**config.mk**
```make
export PLATFORM = sky130hd
export DESIGN_NAME = rpl_core
export DESIGN_NICKNAME = d
export VERILOG_FILES = /design/src/inc/rpl_pkg.sv /design/src/inc/rpl_dec_if.sv /design/src/rpl_decode.sv /design/src/rpl_core.sv
export VERILOG_INCLUDE_DIRS = /design/src /design/src/inc
export SDC_FILE = /design/constraint.sdc
export NUM_CORES = 1
export LEC_CHECK = 0
export BUFFER_PORTS_ARGS = -buffer_cell sky130_fd_sc_hd__clkbuf_2
export CAP_MARGIN = 10
export CORE_ASPECT_RATIO = 0.75
export CORE_MARGIN = 4
export CORE_UTILIZATION = 40
export CTS_CLUSTER_DIAMETER = 60
export DETAILED_ROUTE_END_ITERATION = 8
export SLEW_MARGIN = 20
export SYNTH_ARGS = -nofsm -noshare
export SYNTH_HDL_FRONTEND = slang
export SYNTH_SLANG_ARGS = --single-unit
```
**constraint.sdc**
```tcl
create_clock -name clk_i -period 0.8 [get_ports clk_i]
set_input_delay 0.16 -clock clk_i [delete_from_list [all_inputs] [get_ports clk_i]]
set_output_delay 0.16 -clock clk_i [all_outputs]
set_load 0.005 [all_outputs]
```
**src/inc/rpl_defines.svh**
```systemverilog
// Purpose: constants of the pointer and immediate load execution block
// Assumes: 10-bit instruction words, one word per machine cycle
// Notes: opcode fields are matched on the upper bits of the word
//
// Contract
// - increment adds one to low pointer, wraps
// - increment skips next word when result zero
// - prefix 000111 plus n loads accumulator
// - back-to-back accumulator loads: only first runs
// - dual load writes x high, y low pointer
// - dual load: bits 9,8 one, x 7:4, y 3:0
// - back-to-back dual loads: only first runs
// - prefix 00010010 plus z loads bank pointer
`ifndef RPL_DEFINES_SVH
`define RPL_DEFINES_SVH

// low pointer increment occupies one full code point
`define RPL_OP_INC_WORD 10'h013
`define RPL_LA_PREFIX 6'h07
`define RPL_LA_MSB 9
`define RPL_LA_LSB 4
`define RPL_LXY_PREFIX 2'h3
`define RPL_LXY_MSB 9
`define RPL_LXY_LSB 8
`define RPL_LZ_PREFIX 8'h12
`define RPL_LZ_MSB 9
`define RPL_LZ_LSB 2
`define RPL_IMM_HI_MSB 7
`define RPL_IMM_HI_LSB 4
`define RPL_IMM_LO_MSB 3
`define RPL_IMM_LO_LSB 0
`define RPL_NIB_RESET 4'h0
`define RPL_BANK_RESET 2'h0
`define RPL_NIB_ONE 4'h1
`define RPL_NIB_ZERO 4'h0
`define RPL_EXEC_CYCLES 1

`endif

```
**src/inc/rpl_pkg.sv**
```systemverilog
// Purpose: shared types of the pointer and immediate load block
// Assumes: nothing beyond the defines header
// Notes: op class none covers every word this block does not execute
package rpl_pkg;

  typedef enum logic [2:0] {
    RPL_OP_NONE,
    RPL_OP_INC,
    RPL_OP_LA,
    RPL_OP_LXY,
    RPL_OP_LZ
  } rpl_op_t;

  typedef struct packed {
    logic [3:0] acc;
    logic [3:0] ptr_x;
    logic [3:0] ptr_y;
    logic [1:0] bank;
    logic skip_pend;
    rpl_op_t prev_op;
    logic executed;
    logic skipped;
    logic carry_write;
  } rpl_state_t;

endpackage

```
**src/inc/rpl_dec_if.sv**
```systemverilog
// Purpose: carries a fetched word to the decoder and its class back
// Assumes: decoder is purely combinational
// Notes: imm_hi and imm_lo are raw word fields, meaning depends on op
`timescale 1ns/1ps
interface rpl_dec_if;
  logic [9:0] word;
  rpl_pkg::rpl_op_t op;
  logic [3:0] imm_hi;
  logic [3:0] imm_lo;

  modport dec
  (
    input word,
    output op,
    output imm_hi,
    output imm_lo
  );

  modport core
  (
    output word,
    input op,
    input imm_hi,
    input imm_lo
  );
endinterface

```
**src/rpl_decode.sv**
```systemverilog
// Purpose: classifies a 10-bit word into one of the four handled ops or none
// Assumes: word is stable for the whole cycle
// Notes: dual load takes a quarter of the code space, checked last
`timescale 1ns/1ps
`include "rpl_defines.svh"
module rpl_decode
(
  rpl_dec_if.dec bus
);

  function automatic rpl_pkg::rpl_op_t classify(input logic [9:0] w);
    rpl_pkg::rpl_op_t c;
    c = rpl_pkg::RPL_OP_NONE;
    if (w == `RPL_OP_INC_WORD)
      c = rpl_pkg::RPL_OP_INC;
    else if (w[`RPL_LA_MSB:`RPL_LA_LSB] == `RPL_LA_PREFIX)
      c = rpl_pkg::RPL_OP_LA;
    else if (w[`RPL_LZ_MSB:`RPL_LZ_LSB] == `RPL_LZ_PREFIX)
      c = rpl_pkg::RPL_OP_LZ;
    else if (w[`RPL_LXY_MSB:`RPL_LXY_LSB] == `RPL_LXY_PREFIX)
      c = rpl_pkg::RPL_OP_LXY;
    return c;
  endfunction

  always_comb
  begin
    bus.op = classify(bus.word);
    bus.imm_hi = bus.word[`RPL_IMM_HI_MSB:`RPL_IMM_HI_LSB];
    bus.imm_lo = bus.word[`RPL_IMM_LO_MSB:`RPL_IMM_LO_LSB];
  end

endmodule

```
**src/rpl_core.sv**
```systemverilog
// Purpose: executes pointer increment and the three immediate loads
// Assumes: fetch offers at most one word per clock, same clock domain
// Notes: a skipped word is consumed without changing acc, pointers or bank
`timescale 1ns/1ps
`include "rpl_defines.svh"
module rpl_core
(
  input wire logic clk_i,
  input wire logic resetn_i,
  input wire logic instr_valid_i,
  input wire logic [9:0] instr_i,
  output logic [3:0] acc_o,
  output logic [3:0] ptr_x_o,
  output logic [3:0] ptr_y_o,
  output logic [1:0] bank_o,
  output logic skip_pend_o,
  output logic executed_o,
  output logic skipped_o,
  output logic carry_write_o
);

  logic rst_meta;
  logic rst_sync;
  rpl_pkg::rpl_state_t st;
  rpl_pkg::rpl_state_t next_st;
  rpl_dec_if dec_bus();
  logic chain_skip;
  logic [3:0] inc_y;

  // release is synchronised, assertion is immediate
  always_ff @(posedge clk_i or negedge resetn_i)
  begin
    if (!resetn_i)
    begin
      rst_meta <= 1'b0;
      rst_sync <= 1'b0;
    end
    else
    begin
      rst_meta <= 1'b1;
      rst_sync <= rst_meta;
    end
  end

  assign dec_bus.word = instr_i;

  rpl_decode rpl_decode_inst
  (
    .bus(dec_bus.dec)
  );

  function automatic logic [3:0] nib_inc(input logic [3:0] v);
    return v + `RPL_NIB_ONE; // 4-bit sum drops the carry, so 15 wraps
  endfunction

  assign inc_y = nib_inc(st.ptr_y);

  // a run of accumulator loads or of dual loads is cut after its first, even if that first
  // was itself skipped by a preceding increment
  assign chain_skip =
    (dec_bus.op == rpl_pkg::RPL_OP_LA && st.prev_op == rpl_pkg::RPL_OP_LA)
    || (dec_bus.op == rpl_pkg::RPL_OP_LXY
        && st.prev_op == rpl_pkg::RPL_OP_LXY);

  always_comb
  begin
    next_st = st;
    next_st.executed = 1'b0;
    next_st.skipped = 1'b0;
    next_st.carry_write = 1'b0;
    if (instr_valid_i)
    begin
      next_st.prev_op = dec_bus.op;
      if (st.skip_pend || chain_skip)
      begin
        next_st.skipped = 1'b1;
        next_st.skip_pend = 1'b0;
      end
      else
      begin
        next_st.executed = 1'b1;
        case (dec_bus.op)
          rpl_pkg::RPL_OP_INC:
          begin
            next_st.ptr_y = inc_y;
            next_st.skip_pend = (inc_y == `RPL_NIB_ZERO);
          end
          rpl_pkg::RPL_OP_LA:
          begin
            next_st.acc = dec_bus.imm_lo;
          end
          rpl_pkg::RPL_OP_LXY:
          begin
            next_st.ptr_x = dec_bus.imm_hi;
            next_st.ptr_y = dec_bus.imm_lo;
          end
          rpl_pkg::RPL_OP_LZ:
          begin
            next_st.bank = dec_bus.imm_lo[1:0];
          end
          default:
          begin
            next_st.skip_pend = 1'b0;
          end
        endcase
      end
    end
  end

  always_ff @(posedge clk_i or negedge rst_sync)
  begin
    if (!rst_sync)
    begin
      st.acc <= `RPL_NIB_RESET;
      st.ptr_x <= `RPL_NIB_RESET;
      st.ptr_y <= `RPL_NIB_RESET;
      st.bank <= `RPL_BANK_RESET;
      st.skip_pend <= 1'b0;
      st.prev_op <= rpl_pkg::RPL_OP_NONE;
      st.executed <= 1'b0;
      st.skipped <= 1'b0;
      st.carry_write <= 1'b0;
    end
    else
    begin
      st <= next_st;
    end
  end

  assign acc_o = st.acc;
  assign ptr_x_o = st.ptr_x;
  assign ptr_y_o = st.ptr_y;
  assign bank_o = st.bank;
  assign skip_pend_o = st.skip_pend;
  assign executed_o = st.executed;
  assign skipped_o = st.skipped;
  assign carry_write_o = st.carry_write;
endmodule

```
==> out/qor.yml <==
cts_buffers: 3
synth-seq-area-share_pct: 43.5
wl_met2_um: 1740
setup_viol: 37
ys_dominant_reg_cell: "dfrtp_1"
ys_ff_latch: 22
synth.distinct_cells: 37
min_path_type: "input port to register"
drive_above_1_share_pct: 66.3
drv_slew: 0
synth_fp_nets: 128
area_growth_pct: 53.9
leakage_nw: 0.932
worst_slack_ns: -0.711
grtUsageTotal_pct: 17.7
synth_top_area_cell: "dfrtp_1"
cp.arrival_ns: 1.67
clock-sinks: 22
die_h_um: 56.7
critPathLaunchType: "register"
worst_ir_drop_vdd_mv: 1.30
wl_met3_um: 153
cts_buffer_depth: 2
cp_cell_sequence: "and3_4, a41o_4, a211oi_4, mux2_4"
num_antenna_cells: 0
fin_area_um2: 1950
synthTopCellsByCount: "dfrtp_1, buf_4, mux2_2"
drt_wl_total_um: 3560
finalClockSkew_ns: 0.00220
post_drt_via_cell_ratio: 5.25
ioPinCount: 31
crit_fanout: 7
crit_buf_inv: 0
path_clk_slew_ns: 0.08
first_pass_iters: 3
synth-edff-count: 0
hold_viol: 0
place.gp.congestion: 0.841
slowest_stage: "dfrtp_1"
rsz0062_at_grt: "true"
ant_nets: 0
drtIter0Drc: 24
final_cells: 207
start_util_pct: 42.5
synth_warnings: 0
max_stage_delay_ns: 0.39
core_um2: 2980
antenna_found_initial: 0
avgSynthCellArea_um2: 11.2
tritoncts: "built"
overflow: 0
critPathKind: "register to register"
cap_violations: 0
async_reset_ff_share_pct: 100
place_inst: 187
status: "complete, but fails checks"
routedWlPerCell_um: 17.2
cts-root-buf: "clkbuf_8"
dpl_worst_slack_ns: -0.844
synthCells: 113
rows: 17
layout_min_cycle_time_ns: 1.51
layout.nets: 185
grt_pass1_vias: 1171
h-tree-depth: 1
post_dp_cell_area_um2: 1570
post-route-util_pct: 65.4
grt_pass1_wl_um: 5560
drc: 0
vias: 1087
yosysMostFrequentCell: "dfrtp_1"
violations: "setup timing"
syn_area_um2: 1270
grt_max_degree: 21
synth_top_cell_area_share_pct: 43.5
dieArea_um2: 4140
critPathCaptureType: "register"
clk_latency_ns: 0.27
met1Wirelength_um: 1590
fmaxAchievable_mhz: 662
dpl.hpwl_um: 2350
fill_cells: 235
cpLargestDelayFamily: "compound AO/OA/AOI/OAI gates"
yosys-top-cells-area: "dfrtp_1, mux2_2, buf_4, a2111oi_0, a41oi_4"
die_width_um: 73.0
port_buffers: 29
powerDensity_nw_per_um2: 1990
highest_layer: "met4"
fin_crit_sh_pct: 189
crit_required_ns: 0.96
==> report_power, final <==
| group | switching, mW | total [mW] | internal [mW] |
|---|---|---|---|
| Sequential | 0.167 | 1.46 | 1.30 |
| Combinational | 0.565 | 1.36 | 0.791 |
| Clock | 0.392 | 1.06 | 0.669 |
==> metrics by stage <==
| step | hold slack [ns] | TNS, ns | power [mW] |
|---|---|---|---|
| 4_1_cts | 0.133 | -13.61 | 3.78 |
| 5_1_grt | 0.132 | -15.39 | 4.04 |
| 3_5_place_dp | -0.0473 | -13.47 | 2.45 |
| 2_1_floorplan | -0.136 | -9.62 | 2.15 |
| 6_report | 0.119 | -13.97 | 3.88 |
| 3_3_place_gp | -0.0546 | -12.93 | 2.42 |
==> cell type report <==
type | instances | area, um2 | area share [%]
Clock inverter | 1 | 30.0 | 1.54
Sequential cell | 22 | 553 | 28.4
Multi-Input combinational cell | 70 | 746 | 38.3
Tap cell | 38 | 47.5 | 2.44
Timing Repair Buffer | 71 | 523 | 26.8
Inverter | 2 | 7.51 | 0.385
Clock buffer | 3 | 41.3 | 2.12
==> routing by layer <==
metal / up-vias / GRT usage [%]
li1: 502 / -
met1: 549 / 22.7
met2: 26 / 28.4
met3: 10 / 4.83
met4: 0 / 6.05
met5: - / 0
==> sequential cells by signal (all words and copies together), names as in the netlist <==
name,cells
skip_pend_o,1
skipped_o,1
acc_o,4
rst_meta,1
executed_o,1
bank_o,2
ptr_x_o,4
rst_sync,1
ptr_y_o,4
st,3
==> cells by family (layout without fill, tap and decap cells) <==
| group | count (synthesis) | after routing | synth area share (%) |
|---|---|---|---|
| AOI/OAI and AO/OA | 22 | 22 | 15.8 |
| adders and majority gates | 2 | 2 | 1.98 |
| buffers and inverters | 21 | 77 | 10.8 |
| DFF | 22 | 22 | 43.5 |
| muxes | 13 | 13 | 11.6 |
| other | 2 | 2 | 0.593 |
| and+or+nand+nor | 31 | 31 | 15.8 |
==> placed cells by master (no fill, tap or decap), drive strengths merged, types with 4 or more instances in the layout <==
master / Yosys / final
buf: 16 / 43
clkbuf: 3 / 30
dfrtp: 22 / 22
mux2: 13 / 13
nand2: 7 / 7
and2: 4 / 4
a2111oi: 4 / 4
==> worst register-to-register path, delay by kind of cell, from the launching register on <==
family           cells  cell delay [ns]
AO/OA/AOI/OAI        2             0.54
flip-flops           1             0.39
multiplexers         1             0.32
AND/OR/NAND/NOR      1             0.15
==> repair_timing <==
item / CTS / global route
hold buffers: 1 / 0
resized for setup: 30 / 11
pin swaps: 8 / 5
buffers inserted: 13 / 3
endpoints found under the setup margin: 37 / 37
endpoints found under the hold margin: 2 / 0
==> path summary, 6_finish.rpt <==
| path | startpoint | endpoint | slack [ns] | cells after the start |
|---|---|---|---|---|
| worst max register to register | st[3] | ptr_y_o[1] | -0.71 | 4 |
| min in group asynchronous | resetn_i | rst_sync | 0.20 | 2 |
| worst max-delay path | st[3] | ptr_y_o[1] | -0.71 | 4 |
| max in group asynchronous | rst_sync | ptr_y_o[1] | 0.45 | 1 |
| worst min register to register | rst_sync | bank_o[0] | 0.20 | 1 |
| worst min-delay path | instr_valid_i | st[3] | 0.12 | 2 |
Power figures use the tool's default switching activity.
